`src/core/hpc_pkg.sv`:
```
// constants of the host port control register block
// assumes one 50 MHz clock and a synchronous active-high reset

package hpc_pkg;

	localparam logic [15:0] CTRL_CPU_ADDR = 16'h002c;

	localparam int LOW_W  = 16;
	localparam int EXT_W  = 7;
	localparam int ADDR_W = LOW_W + EXT_W;

	// host byte positions, mirrored in both bytes
	localparam int H_XSEL = 4;
	localparam int H_P2H  = 3;
	localparam int H_H2P  = 2;
	localparam int H_BOB  = 0;

	// processor word positions
	localparam int C_ENA   = 7;
	localparam int C_P2H   = 3;
	localparam int C_H2P   = 2;
	localparam int C_MUST1 = 1;

	// register select codes {hi, lo}
	localparam logic [1:0] SEL_CONTROL  = 2'h0;
	localparam logic [1:0] SEL_DATA_INC = 2'h1;
	localparam logic [1:0] SEL_ADDRESS  = 2'h2;

	localparam logic            BOB_RST  = 1'h0;
	localparam logic            P2H_RST  = 1'h0;
	localparam logic [LOW_W-1:0] LOW_RST = 16'h0000;
	localparam logic [7:0]      BYTE_ZERO = 8'h00;

endpackage

```
`src/core/hpc_byte_pair.sv`:
```
// pairs two host bytes into a word and splits a word into host bytes
// assumes byte identify low on the first byte and high on the second
`timescale 1ns/100ps

module hpc_byte_pair (
	input  wire logic        core_clk,
	input  wire logic        srst,
	input  wire logic        firstWrite,
	input  wire logic [7:0]  byteIn,
	input  wire logic        byteOrderSel,
	input  wire logic        byteIdentify,
	input  wire logic [15:0] wordOut,
	output logic      [15:0] wordIn,
	output logic      [7:0]  byteOut
);

	logic [7:0] firstByte_r;
	logic [7:0] firstByte_nxt;

	always_comb begin
		firstByte_nxt = firstByte_r;
		if (firstWrite)
			firstByte_nxt = byteIn;
	end

	always_ff @(posedge core_clk) begin
		if (srst)
			firstByte_r <= hpc_pkg::BYTE_ZERO;
		else
			firstByte_r <= firstByte_nxt;
	end

	// first byte low when order bit set, high otherwise
	always_comb begin
		if (byteOrderSel)
			wordIn = {byteIn, firstByte_r};
		else
			wordIn = {firstByte_r, byteIn};
		if (byteIdentify ^ byteOrderSel)
			byteOut = wordOut[7:0];
		else
			byteOut = wordOut[15:8];
	end

	AST_ORDER_PAIR: assert property (
		@(posedge core_clk) disable iff (srst)
		firstWrite |=> (byteOrderSel ? wordIn[7:0] : wordIn[15:8])
			== $past(byteIn))
		else $error("first byte not placed by byte order");

endmodule

```
`src/core/hpc_address_pointer.sv`:
```
// lower and extended host address bits with load and autoincrement
// assumes load and increment never come in the same cycle
`timescale 1ns/100ps

module hpc_address_pointer (
	input  wire logic                        core_clk,
	input  wire logic                        srst,
	input  wire logic                        load,
	input  wire logic                        extSel,
	input  wire logic [hpc_pkg::LOW_W-1:0]   loadWord,
	input  wire logic                        increment,
	output logic      [hpc_pkg::ADDR_W-1:0]  pointer
);

	logic [hpc_pkg::LOW_W-1:0] low_r;
	logic [hpc_pkg::LOW_W-1:0] low_nxt;
	logic [hpc_pkg::EXT_W-1:0] ext_r;
	logic [hpc_pkg::EXT_W-1:0] ext_nxt;

	always_comb begin
		{ext_nxt, low_nxt} = {ext_r, low_r};
		if (load && extSel)
			ext_nxt = loadWord[hpc_pkg::EXT_W-1:0];
		else if (load)
			low_nxt = loadWord;
		else if (increment)
			{ext_nxt, low_nxt} = {ext_r, low_r} + 1'b1;
	end

	// extended bits carry no reset value
	always_ff @(posedge core_clk) begin
		ext_r <= ext_nxt;
	end

	always_ff @(posedge core_clk) begin
		if (srst)
			low_r <= hpc_pkg::LOW_RST;
		else
			low_r <= low_nxt;
	end

	assign pointer = {ext_r, low_r};

	AST_INC_CARRY: assert property (
		@(posedge core_clk) disable iff (srst)
		(increment && !load) |=> pointer == $past(pointer) + 1'b1)
		else $error("pointer did not count as one word");

	AST_EXT_LOAD: assert property (
		@(posedge core_clk) disable iff (srst)
		(load && extSel) |=> low_r == $past(low_r))
		else $error("extended load disturbed lower bits");

endmodule

```
`src/core/hpc_control_register.sv`:
```
// host port control register: host byte side and processor word side
// assumes host and processor inputs synchronous to core_clk, one strobe
// per host byte, one cycle per processor access
`timescale 1ns/100ps

module hpc_control_register (
	input  wire logic                       core_clk,
	input  wire logic                       srst,
	input  wire logic                       portEnablePin,
	input  wire logic                       hostStrobe,
	input  wire logic                       hostWrite,
	input  wire logic                       registerSelectLo,
	input  wire logic                       registerSelectHi,
	input  wire logic                       byteIdentify,
	input  wire logic [7:0]                 hostWdata,
	output logic      [7:0]                 hostRdata,
	input  wire logic [15:0]                cpuAddr,
	input  wire logic                       cpuWrite,
	input  wire logic                       cpuRead,
	input  wire logic [15:0]                cpuWdata,
	output logic      [15:0]                cpuRdata,
	output logic                            cpuIrq,
	output logic                            hostIrqN,
	output logic      [hpc_pkg::ADDR_W-1:0] memAddress
);

	////////////////////////////////////////////////////////////////////////
	// decode

	logic [1:0] regSel;
	logic       ctrlSel;
	logic       addrSel;
	logic       incSel;
	logic       hostSecond;
	logic       hostCtrlWr;
	logic       hostCtrlRd;
	logic       hostAddrWr;
	logic       hostAddrRd;
	logic       cpuHit;
	logic       cpuCtrlWr;
	logic       cpuCtrlRd;

	assign regSel     = {registerSelectHi, registerSelectLo};
	assign ctrlSel    = regSel == hpc_pkg::SEL_CONTROL;
	assign addrSel    = regSel == hpc_pkg::SEL_ADDRESS;
	assign incSel     = regSel == hpc_pkg::SEL_DATA_INC;
	assign hostSecond = hostStrobe && byteIdentify;
	// only the second byte of a control write takes effect
	assign hostCtrlWr = hostSecond && hostWrite && ctrlSel;
	assign hostCtrlRd = hostStrobe && !hostWrite && ctrlSel;
	assign hostAddrWr = hostSecond && hostWrite && addrSel;
	assign hostAddrRd = hostStrobe && !hostWrite && addrSel;
	assign cpuHit     = cpuAddr == hpc_pkg::CTRL_CPU_ADDR;
	assign cpuCtrlWr  = cpuWrite && cpuHit;
	assign cpuCtrlRd  = cpuRead && cpuHit;

	////////////////////////////////////////////////////////////////////////
	// control bits

	logic byteOrderSel_r;
	logic byteOrderSel_nxt;
	logic p2hIrq_r;
	logic p2hIrq_nxt;
	logic cpuIrq_r;
	logic cpuIrq_nxt;
	logic extSelect_r;
	logic extSelect_nxt;
	logic portEnable_r;
	logic portEnable_nxt;

	always_comb begin
		byteOrderSel_nxt = byteOrderSel_r;
		p2hIrq_nxt       = p2hIrq_r;
		cpuIrq_nxt       = 1'b0;
		extSelect_nxt    = extSelect_r;
		portEnable_nxt   = portEnable_r;
		if (hostCtrlWr) begin
			byteOrderSel_nxt = hostWdata[hpc_pkg::H_BOB];
			extSelect_nxt    = hostWdata[hpc_pkg::H_XSEL];
			cpuIrq_nxt       = hostWdata[hpc_pkg::H_H2P];
			if (hostWdata[hpc_pkg::H_P2H])
				p2hIrq_nxt = 1'b0;
		end
		// processor set wins over a host clear in the same cycle
		if (cpuCtrlWr && cpuWdata[hpc_pkg::C_P2H])
			p2hIrq_nxt = 1'b1;
	end

	always_ff @(posedge core_clk) begin
		if (srst) begin
			byteOrderSel_r <= hpc_pkg::BOB_RST;
			p2hIrq_r       <= hpc_pkg::P2H_RST;
			cpuIrq_r       <= 1'b0;
		end else begin
			byteOrderSel_r <= byteOrderSel_nxt;
			p2hIrq_r       <= p2hIrq_nxt;
			cpuIrq_r       <= cpuIrq_nxt;
		end
	end

	// no reset value for the extended select
	always_ff @(posedge core_clk) begin
		extSelect_r <= extSelect_nxt;
	end

	// enable pin level followed while reset is asserted, held after release
	always_ff @(posedge core_clk) begin
		if (srst)
			portEnable_r <= portEnablePin;
		else
			portEnable_r <= portEnable_nxt;
	end

	assign cpuIrq   = cpuIrq_r;
	assign hostIrqN = !p2hIrq_r;

	////////////////////////////////////////////////////////////////////////
	// address pointer and byte pairing

	logic [15:0]                lowWord;
	logic [15:0]                pairWord;
	logic [7:0]                 pairByte;
	logic [15:0]                loadWord;
	logic [hpc_pkg::ADDR_W-1:0] pointer;

	assign lowWord = pointer[hpc_pkg::LOW_W-1:0];
	// extended loads take the second byte only
	assign loadWord = extSelect_r ? {hpc_pkg::BYTE_ZERO, hostWdata}
		: pairWord;

	hpc_byte_pair u_pair (
		.core_clk     (core_clk),
		.srst         (srst),
		.firstWrite   (hostStrobe && hostWrite && !byteIdentify),
		.byteIn       (hostWdata),
		.byteOrderSel (byteOrderSel_r),
		.byteIdentify (byteIdentify),
		.wordOut      (lowWord),
		.wordIn       (pairWord),
		.byteOut      (pairByte)
	);

	hpc_address_pointer u_ptr (
		.core_clk  (core_clk),
		.srst      (srst),
		.load      (hostAddrWr),
		.extSel    (extSelect_r),
		.loadWord  (loadWord),
		.increment (hostSecond && incSel),
		.pointer   (pointer)
	);

	assign memAddress = pointer;

	////////////////////////////////////////////////////////////////////////
	// read paths

	logic [7:0]  ctrlHostByte;
	logic [15:0] ctrlCpuWord;
	logic [7:0]  extByte;
	logic [7:0]  hostRdata_r;
	logic [7:0]  hostRdata_nxt;
	logic [15:0] cpuRdata_r;
	logic [15:0] cpuRdata_nxt;

	// same byte served for first and second host read
	always_comb begin
		ctrlHostByte                 = hpc_pkg::BYTE_ZERO;
		ctrlHostByte[hpc_pkg::H_XSEL] = extSelect_r;
		ctrlHostByte[hpc_pkg::H_P2H]  = p2hIrq_r;
		ctrlHostByte[hpc_pkg::H_BOB]  = byteOrderSel_r;
	end

	// upper byte and other bits read zero
	always_comb begin
		ctrlCpuWord                  = {2{hpc_pkg::BYTE_ZERO}};
		ctrlCpuWord[hpc_pkg::C_ENA]  = portEnable_r;
		ctrlCpuWord[hpc_pkg::C_P2H]  = p2hIrq_r;
	end

	assign extByte = {1'b0, pointer[hpc_pkg::ADDR_W-1:hpc_pkg::LOW_W]};

	always_comb begin
		hostRdata_nxt = hostRdata_r;
		if (hostCtrlRd)
			hostRdata_nxt = ctrlHostByte;
		else if (hostAddrRd)
			hostRdata_nxt = extSelect_r ? extByte : pairByte;
		else if (hostStrobe && !hostWrite)
			hostRdata_nxt = hpc_pkg::BYTE_ZERO;
	end

	always_comb begin
		cpuRdata_nxt = cpuRdata_r;
		if (cpuRead)
			cpuRdata_nxt = cpuHit ? ctrlCpuWord : {2{hpc_pkg::BYTE_ZERO}};
	end

	always_ff @(posedge core_clk) begin
		if (srst) begin
			hostRdata_r <= hpc_pkg::BYTE_ZERO;
			cpuRdata_r  <= {2{hpc_pkg::BYTE_ZERO}};
		end else begin
			hostRdata_r <= hostRdata_nxt;
			cpuRdata_r  <= cpuRdata_nxt;
		end
	end

	assign hostRdata = hostRdata_r;
	assign cpuRdata  = cpuRdata_r;

	////////////////////////////////////////////////////////////////////////
	// checks

	AST_BOB_RESET: assert property (
		@(posedge core_clk) disable iff (srst)
		$fell(srst) |-> byteOrderSel_r == hpc_pkg::BOB_RST)
		else $error("byte order not cleared by reset");

	AST_H2P_RAISE: assert property (
		@(posedge core_clk) disable iff (srst)
		(hostCtrlWr && hostWdata[hpc_pkg::H_H2P]) |=> cpuIrq ##1 !cpuIrq)
		else $error("host interrupt write gave no single pulse");

	AST_H2P_QUIET: assert property (
		@(posedge core_clk) disable iff (srst)
		!(hostCtrlWr && hostWdata[hpc_pkg::H_H2P]) |=> !cpuIrq)
		else $error("processor interrupt without host write");

	AST_H2P_READS_ZERO: assert property (
		@(posedge core_clk) disable iff (srst)
		hostCtrlRd |=> !hostRdata[hpc_pkg::H_H2P])
		else $error("host-to-processor bit read nonzero by host");

	AST_H2P_CPU_ZERO: assert property (
		@(posedge core_clk) disable iff (srst)
		cpuCtrlRd |=> !cpuRdata[hpc_pkg::C_H2P])
		else $error("host-to-processor bit read nonzero by processor");

	AST_P2H_SET: assert property (
		@(posedge core_clk) disable iff (srst)
		(cpuCtrlWr && cpuWdata[hpc_pkg::C_P2H]) |=> !hostIrqN)
		else $error("host interrupt pin not driven low after set");

	AST_P2H_CLEAR: assert property (
		@(posedge core_clk) disable iff (srst)
		(hostCtrlWr && hostWdata[hpc_pkg::H_P2H]
			&& !(cpuCtrlWr && cpuWdata[hpc_pkg::C_P2H])) |=> hostIrqN)
		else $error("host write of one did not clear interrupt");

	AST_P2H_HOLD: assert property (
		@(posedge core_clk) disable iff (srst)
		!(hostCtrlWr && hostWdata[hpc_pkg::H_P2H]) && !cpuCtrlWr
			|=> $stable(hostIrqN))
		else $error("host interrupt changed without a cause");

	AST_EXT_READ: assert property (
		@(posedge core_clk) disable iff (srst)
		(hostAddrRd && extSelect_r) |=>
			hostRdata[6:0] == $past(pointer[hpc_pkg::ADDR_W-1:hpc_pkg::LOW_W]))
		else $error("extended address read returned wrong bits");

	AST_ENA_FROZEN: assert property (
		@(posedge core_clk) disable iff (srst)
		!$fell(srst) |-> $stable(portEnable_r))
		else $error("enable status changed outside reset");

	AST_CTRL_MIRROR: assert property (
		@(posedge core_clk) disable iff (srst)
		hostCtrlRd |=> hostRdata[hpc_pkg::H_XSEL] == $past(extSelect_r)
			&& hostRdata[hpc_pkg::H_BOB] == $past(byteOrderSel_r)
			&& hostRdata[hpc_pkg::H_P2H] == $past(p2hIrq_r))
		else $error("control byte does not show control bits");

	AST_CPU_UPPER_ZERO: assert property (
		@(posedge core_clk) disable iff (srst)
		cpuRead |=> cpuRdata[15:8] == hpc_pkg::BYTE_ZERO
			&& cpuRdata[hpc_pkg::C_ENA] == ($past(cpuHit) && portEnable_r))
		else $error("processor read upper byte or enable wrong");

	AST_FIRST_DISCARD: assert property (
		@(posedge core_clk) disable iff (srst)
		(hostStrobe && hostWrite && !byteIdentify && ctrlSel
			&& !cpuCtrlWr) |=> $stable(p2hIrq_r) && !cpuIrq)
		else $error("first control byte took effect");

	AST_BOB_WRITE: assert property (
		@(posedge core_clk) disable iff (srst)
		hostCtrlWr |=>
			byteOrderSel_r == $past(hostWdata[hpc_pkg::H_BOB]))
		else $error("byte order not taken from control write");

	AST_XSEL_WRITE: assert property (
		@(posedge core_clk) disable iff (srst)
		hostCtrlWr |=>
			extSelect_r == $past(hostWdata[hpc_pkg::H_XSEL]))
		else $error("extended select not taken from control write");

	AST_CPU_NO_ORDER: assert property (
		@(posedge core_clk) disable iff (srst)
		(cpuCtrlWr && !hostCtrlWr) |=> $stable(byteOrderSel_r))
		else $error("processor write reached the byte order bit");

	AST_UNMAPPED_ZERO: assert property (
		@(posedge core_clk) disable iff (srst)
		(cpuRead && !cpuHit) |=>
			cpuRdata == {2{hpc_pkg::BYTE_ZERO}})
		else $error("unmapped processor read returned nonzero");

endmodule

```
`config.mk`:
```
export PLATFORM = sky130hd
export DESIGN_NAME = hpc_control_register
export DESIGN_NICKNAME = d
export VERILOG_FILES = /design/src/core/hpc_pkg.sv /design/src/core/hpc_byte_pair.sv /design/src/core/hpc_address_pointer.sv /design/src/core/hpc_control_register.sv
export SDC_FILE = /design/constraint.sdc
export NUM_CORES = 1
export LEC_CHECK = 0
export ABC_AREA = 1
export BUFFER_PORTS_ARGS = -buffer_cell sky130_fd_sc_hd__buf_4
export CORE_MARGIN = 4
export CORE_UTILIZATION = 40
export DETAILED_ROUTE_END_ITERATION = 7
export PLACE_DENSITY = 0.65
export SETUP_SLACK_MARGIN = 0.1
export SYNTH_ARGS = -nofsm -noshare
export SYNTH_HDL_FRONTEND = slang
export SYNTH_SLANG_ARGS = --single-unit
export TNS_END_PERCENT = 30
```
`constraint.sdc`:
```
create_clock -name core_clk -period 1.4 [get_ports core_clk]
set_input_delay 0.21 -clock core_clk [delete_from_list [all_inputs] [get_ports core_clk]]
set_output_delay 0.21 -clock core_clk [all_outputs]
set_load 0.02 [all_outputs]
```
==> summary.md, run 1 <==
| Metric | Value |
|---|---|
| Place WS | `-0.1379 ns` |
| Post-DP HPWL | `8022 µm` |
| HP Class | `in2reg` |
| LEAKAGE | `2.153 nW` |
| Post-synth cell types | `37` |
| CP endpoint kind | `flip-flop` |
| Avg Cell Area, Syn | `6.468 µm²` |
| Root Driver | `clkbuf_8` |
| Yosys reg bits | `46` |
| Pwr dens | `614.8 nW/µm²` |
| Setup WS post-layout | `-0.09546 ns` |
| Final core utilization | `0.6298` |
| CP Max Fanout | `5` |
| Gr usage total | `0.2284` |
| Final period utilization | `1.068` |
| IO Port Bufs | `69` |
| Sequential-to-total area share from yosys stat | `0.3305` |
| Clock sinks | `46` |
| Peak Freq | `668.7 MHz` |
| CTS hold repair buffers | `0` |
| H-tree levels | `2` |
| Non-Filler Cell Area, Final | `4617 µm²` |
| Clock latency on the worst-skew pair | `0.30 ns` |
| Final Hold Fails | `0` |
| Setup violations, final | `7` |
| Die W | `95.45 µm` |
| Crit path time final | `1.495 ns` |
| Max Clock Skew | `0.007513 ns` |
| WS Path Type | `reg2reg` |
| Share of cells above drive strength 1 | `0.3883` |
| Critical path data required time | `1.58 ns` |
| DRC Markers | `0` |
| Routability cong. | `0.9013` |
| Post-route antenna net violation count | `0` |
| Layout Nets | `663` |
| Initial Util | `0.4173` |
| Std cell rows | `31` |
| Max Cap Viol | `0` |
| Antenna violations before repair | `0` |
| Diode count | `0` |
| Bufs on Longest Clock Path | `2` |
| CP startpoint kind | `flip-flop` |
| Final wirelength | `10370 µm` |
| Cell Count, Final, Fillers Out | `712` |
| Failing checks | `setup timing` |
| Critical path arrival | `1.68 ns` |
| Status | `finished with violations` |
| Die Footprint | `9111 µm²` |
| GRT overflow | `0` |
| Worst-path clk slew | `0.09 ns` |
| First-pass GRT wire length | `16260 µm` |
| RSZ-0062 raised after global routing | `yes` |
| Vias in the first global route | `3334` |
| CTS tree | `built` |
| Core box area | `7331 µm²` |
| Area post-placement | `4140 µm²` |
| Synth warnings | `0` |
| Pin count of the biggest net entering global routing | `22` |
| Drt wl/cell | `14.56 µm` |
| Violation count after the first detailed-route iteration | `247` |
| Mapped Area | `3059 µm²` |
| Placed insts | `690` |
| Vias per inst | `5.086` |
| Top-level I/O count | `99` |
| Filler Cells Inserted | `664` |
| Syn-to-layout area delta | `50.92%` |
| Die Ht | `95.45 µm` |
| Inserted Clock Buffers | `5` |
| Post-Syn Instances | `473` |
| DRT Pass-1 Iters | `5` |
| Via count | `3621` |
| Worst ir drop on vdd | `433.5 µV` |
| Final slew viol count | `0` |
==> stage by stage <==
stage / setup TNS (ns) / hold slack (ns) / power (W)
after floorplan: -0.2849 / 0.2694 / 0.001743
after global placement: -0.1716 / 0.3895 / 0.001961
after detailed placement: -0.6368 / 0.3910 / 0.001969
after CTS: -0.1058 / 0.07853 / 0.002829
after global routing: -1.476 / 0.06581 / 0.002979
final: -0.3325 / 0.08686 / 0.002839
==> power by group <==
part	switching [W]	leakage, nW	internal [W]
logic	0.000314	1.71	0.000245
registers	0.0000399	0.395	0.00138
clock network	0.000461	0.0482	0.000400
==> cell usage in the layout, fill, tap and decap left out, types with 6 or more instances in the layout <==
cell        n
nand2_2    14
nand2_1   132
o211ai_1    9
o21ai_0    36
nor2_4      7
a21oi_2     7
edfxtp_1    9
nand3_2     6
nor2_1     28
nor2_2      7
clkbuf_8    6
o21ai_1     8
nand3_1    23
inv_1      47
nand4_1     6
dfxtp_4    11
dfxtp_1    21
a21oi_1    23
buf_4     127
buf_6      15
conb_1     14
==> worst max-delay path: stages (launching register included) <==
cell and delay, ns:
dfxtp_4 0.38, ha_4 0.15, nand3_4 0.07, nor2_4 0.18
buf_4 0.15, buf_6 0.10, nand3_1 0.08, nand2_1 0.09
nand2_1 0.07, nand2_2 0.07, a21oi_2 0.05
==> what timing repair did <==
item                                    in CTS  in global routing
pin swaps                                   22                 25
endpoints found under the setup margin      37                 44
cloned                                       0                  1
buffers inserted                             9                  5
resized for setup                           33                 54
==> logic make-up after synthesis <==
group,count (synthesis),synth area share
and+or+nand+nor,244,0.3542
DFF,46,0.3305
xor gates and xnor gates,1,0.002864
buffers and inverters,80,0.1260
other,1,0.001226
AOI/OAI and AO/OA,100,0.1812
adders and majority gates,1,0.004089
==> sequential cells by signal (all words and copies together) (netlist names) <==
| register | cells |
|---|---|
| cpuRdata | 2 |
| portEnable_nxt | 1 |
| u_pair.firstByte_r | 8 |
| u_ptr.low_r | 16 |
| byteOrderSel_r | 1 |
| u_ptr.ext_r | 7 |
| hostRdata | 8 |
| extSelect_r | 1 |
| p2hIrq_r | 1 |
| cpuIrq | 1 |
==> routing by layer <==
layer	routed length, µm	global-route usage	share of wire	up-vias
met5	0	0	0	-
met4	114	0.05806	0.011	0
met3	483	0.03394	0.047	14
met2	5142	0.3924	0.50	97
met1	4628	0.2992	0.45	1711
li1	-	-	-	1799
==> cells in the mapped netlist, drive strengths merged <==
cell     count  share of area
conb         1         0.0012
nand2      151           0.19
a21o         1         0.0025
nor2        43          0.063
nor3         5          0.011
nand3b       4         0.0098
o2111ai      1         0.0029
xor2         1         0.0029
a21oi       30          0.049
o21bai       4          0.011
o211a        1         0.0033
a31oi        5          0.010
clkbuf       5         0.0061
o21ai       49          0.080
or2          3         0.0061
dfxtp       37           0.24
nor3b        1         0.0041
edfxtp       9          0.088
o211ai       9          0.022
ha           1         0.0041
nand4        6          0.012
inv         53          0.067
buf         22          0.053
nand3       31          0.056
==> final timing paths <==
check / startpoint / end / slack [ns] / cells after the start
max: u_ptr.low_r[0] / u_ptr.low_r[10] / -0.1 / 10
max reg2reg: u_ptr.low_r[0] / u_ptr.low_r[10] / -0.1 / 10
min: portEnablePin / portEnable_nxt / 0.09 / 1
min reg2reg: hostRdata[1] / hostRdata[1] / 0.47 / 2
==> cell type report <==
cell class / count / area [µm²] / area share
timing repair buffer: 145 / 1182 / 0.2561
clock inverter: 1 / 5.005 / 0.001084
clock buffer: 7 / 86.33 / 0.01870
inverter: 53 / 206.4 / 0.04472
tap: 99 / 123.9 / 0.02683
sequential: 46 / 1059 / 0.2293
multi-input combinational: 361 / 1954 / 0.4233
No activity file was read; power rests on OpenSTA's default activity.
==> inputs of run 2 (changes only) <==
CORE_ASPECT_RATIO = 1.75   (was not set)
HOLD_SLACK_MARGIN = 0.06   (was not set)
==> summary.md, run 2 (synthesis gave the netlist of run 1 again) <==
| Metric | Value |
|---|---|
| CP startpoint kind | `flip-flop` |
| Most common cell after layout, fill and taps aside | `buf_4` |
| Inserted Clock Buffers | `5` |
| LEAKAGE | `2.243 nW` |
| Critical path's largest stage delay | `0.37 ns` |
| Final Hold Fails | `0` |
| Max Cap Viol | `0` |
| Leading cell types in the layout, fill and taps excluded | `buf_4, nand2_1, inv_1` |
| Pin count of the biggest net entering global routing | `25` |
| Vias per inst | `5.201` |
| WS Path Type | `reg2reg` |
| GRT overflow | `0` |
| Placed insts | `679` |
| Largest Register | `u_ptr.low_r` |
| Vias in the first global route | `3540` |
| Setup WS post-layout | `-0.06112 ns` |
| Post-route antenna net violation count | `0` |
| Clock sinks | `46` |
| TNS Setup | `-0.09614 ns` |
| Post-DP HPWL | `8397 µm` |
| Non-Filler Cell Area, Final | `4843 µm²` |
| RSZ-0062 raised after global routing | `yes` |
| Core box area | `7515 µm²` |
| Gr usage total | `0.2493` |
| Cell Count, Final, Fillers Out | `707` |
| Final wirelength | `11330 µm` |
| Filler Cells Inserted | `682` |
| First-pass GRT wire length | `17200 µm` |
| Max FFs per register | `16` |
| Diode count | `0` |
| Bufs on Longest Clock Path | `2` |
| CP endpoint kind | `flip-flop` |
| Critical path arrival | `1.52 ns` |
| Worst-path clk slew | `0.07 ns` |
| Via count | `3677` |
| Routability cong. | `0.9081` |
| Pwr dens | `742.4 nW/µm²` |
| Share of cells above drive strength 1 | `0.4168` |
| Top-level I/O count | `99` |
| Peak Freq | `684.4 MHz` |
| Overall power | `0.003596 W` |
| Violation count after the first detailed-route iteration | `247` |
| Die Ht | `123.7 µm` |
| DRC Markers | `0` |
| CP Max Fanout | `4` |
| Crit path time final | `1.461 ns` |
| Die W | `74.11 µm` |
| H-tree levels | `2` |
| Clock latency on the worst-skew pair | `0.30 ns` |
| Std cell rows | `42` |
| Syn-to-layout area delta | `58.32%` |
| Worst ir drop on vdd | `468.5 µV` |
| Final period utilization | `1.044` |
| Failing checks | `setup timing` |
| CTS tree | `built` |
| HP Class | `in2reg` |
| DRT Pass-1 Iters | `4` |
| Antenna violations before repair | `0` |
| Initial Util | `0.4071` |
| Die Footprint | `9166 µm²` |
| Status | `finished with violations` |
| Crit-path cells | `ha_4 > nand3_4 > nor2_4 > nand2_2 > nor2_4 > nand3_2 > nand3_2 > nand2_1` |
| IO Port Bufs | `69` |
| Critical path data required time | `1.45 ns` |
| Final slew viol count | `0` |
| Max Clock Skew | `0.008532 ns` |
| Root Driver | `clkbuf_16` |
| Area post-placement | `4126 µm²` |
| Layout Nets | `669` |
| Slowest cell on the critical path | `dfxtp_4` |
| Setup violations, final | `3` |
| Drt wl/cell | `16.03 µm` |
## run 2: cell types whose count changed in the layout (fill, tap and decap cells not counted), sizes merged
| cell | previous run | this run |
|---|---|---|
| buf | 145 | 151 |
| bufinv | 0 | 2 |
| clkbuf | 7 | 5 |
## run 2: report_power, final
part | switching (W) | leakage [nW] | internal [W]
logic | 0.000342 | 1.76 | 0.000276
registers | 0.0000425 | 0.395 | 0.00138
clock network | 0.000536 | 0.0915 | 0.00102
## run 2: metrics by stage
stage                     hold WS, ns    util  setup WS [ns]
after detailed placement       0.3947  0.5491        -0.1017
after CTS                     0.09100  0.6327       -0.04315
after floorplan                0.2694       -       -0.07994
after global placement         0.3902  0.5491       -0.06522
after global routing          0.08832  0.6445        -0.1200
final                         0.09527  0.6445       -0.06112
## run 2: area by class of cell
cell class              instances  area, µm²  share of cell area
inverters                      53      206.4             0.04262
multi-input cells             361       2026              0.4182
flip-flops and latches         46       1060              0.2188
well taps                      88      110.1             0.02273
clock buffers                   5      125.1             0.02583
repair buffers                151       1252              0.2586
clock inverters                 3      63.81             0.01317
## run 2: timing repair
item,in CTS,in global routing
pin swaps,53,25
hold buffers,0,0
buffers inserted,17,3
gates resized for setup,75,38
setup endpoints to repair,36,41
cloned,3,0
## run 2: critical path: cells and delay by family, from the launching register on
family / cells / cell delay, ns
flops: 1 / 0.37
fa+ha+maj: 1 / 0.15
simple gates: 7 / 0.70
## run 2: worst paths after layout
check	from	to	slack, ns	depth (start not counted)
max	u_ptr.low_r[0]	u_ptr.ext_r[4]	-0.06	8
min	portEnablePin	portEnable_nxt	0.1	1
max reg2reg	u_ptr.low_r[0]	u_ptr.ext_r[4]	-0.06	8
min reg2reg	hostRdata[1]	hostRdata[1]	0.46	2
## run 2: layer usage
layer | global-route usage | up-vias | routed length (µm)
met3 | 0.03473 | 40 | 556
met5 | 0 | - | 0
li1 | - | 1807 | -
met1 | 0.2451 | 1700 | 3790
met4 | 0.1701 | 0 | 785
met2 | 0.4628 | 130 | 6197
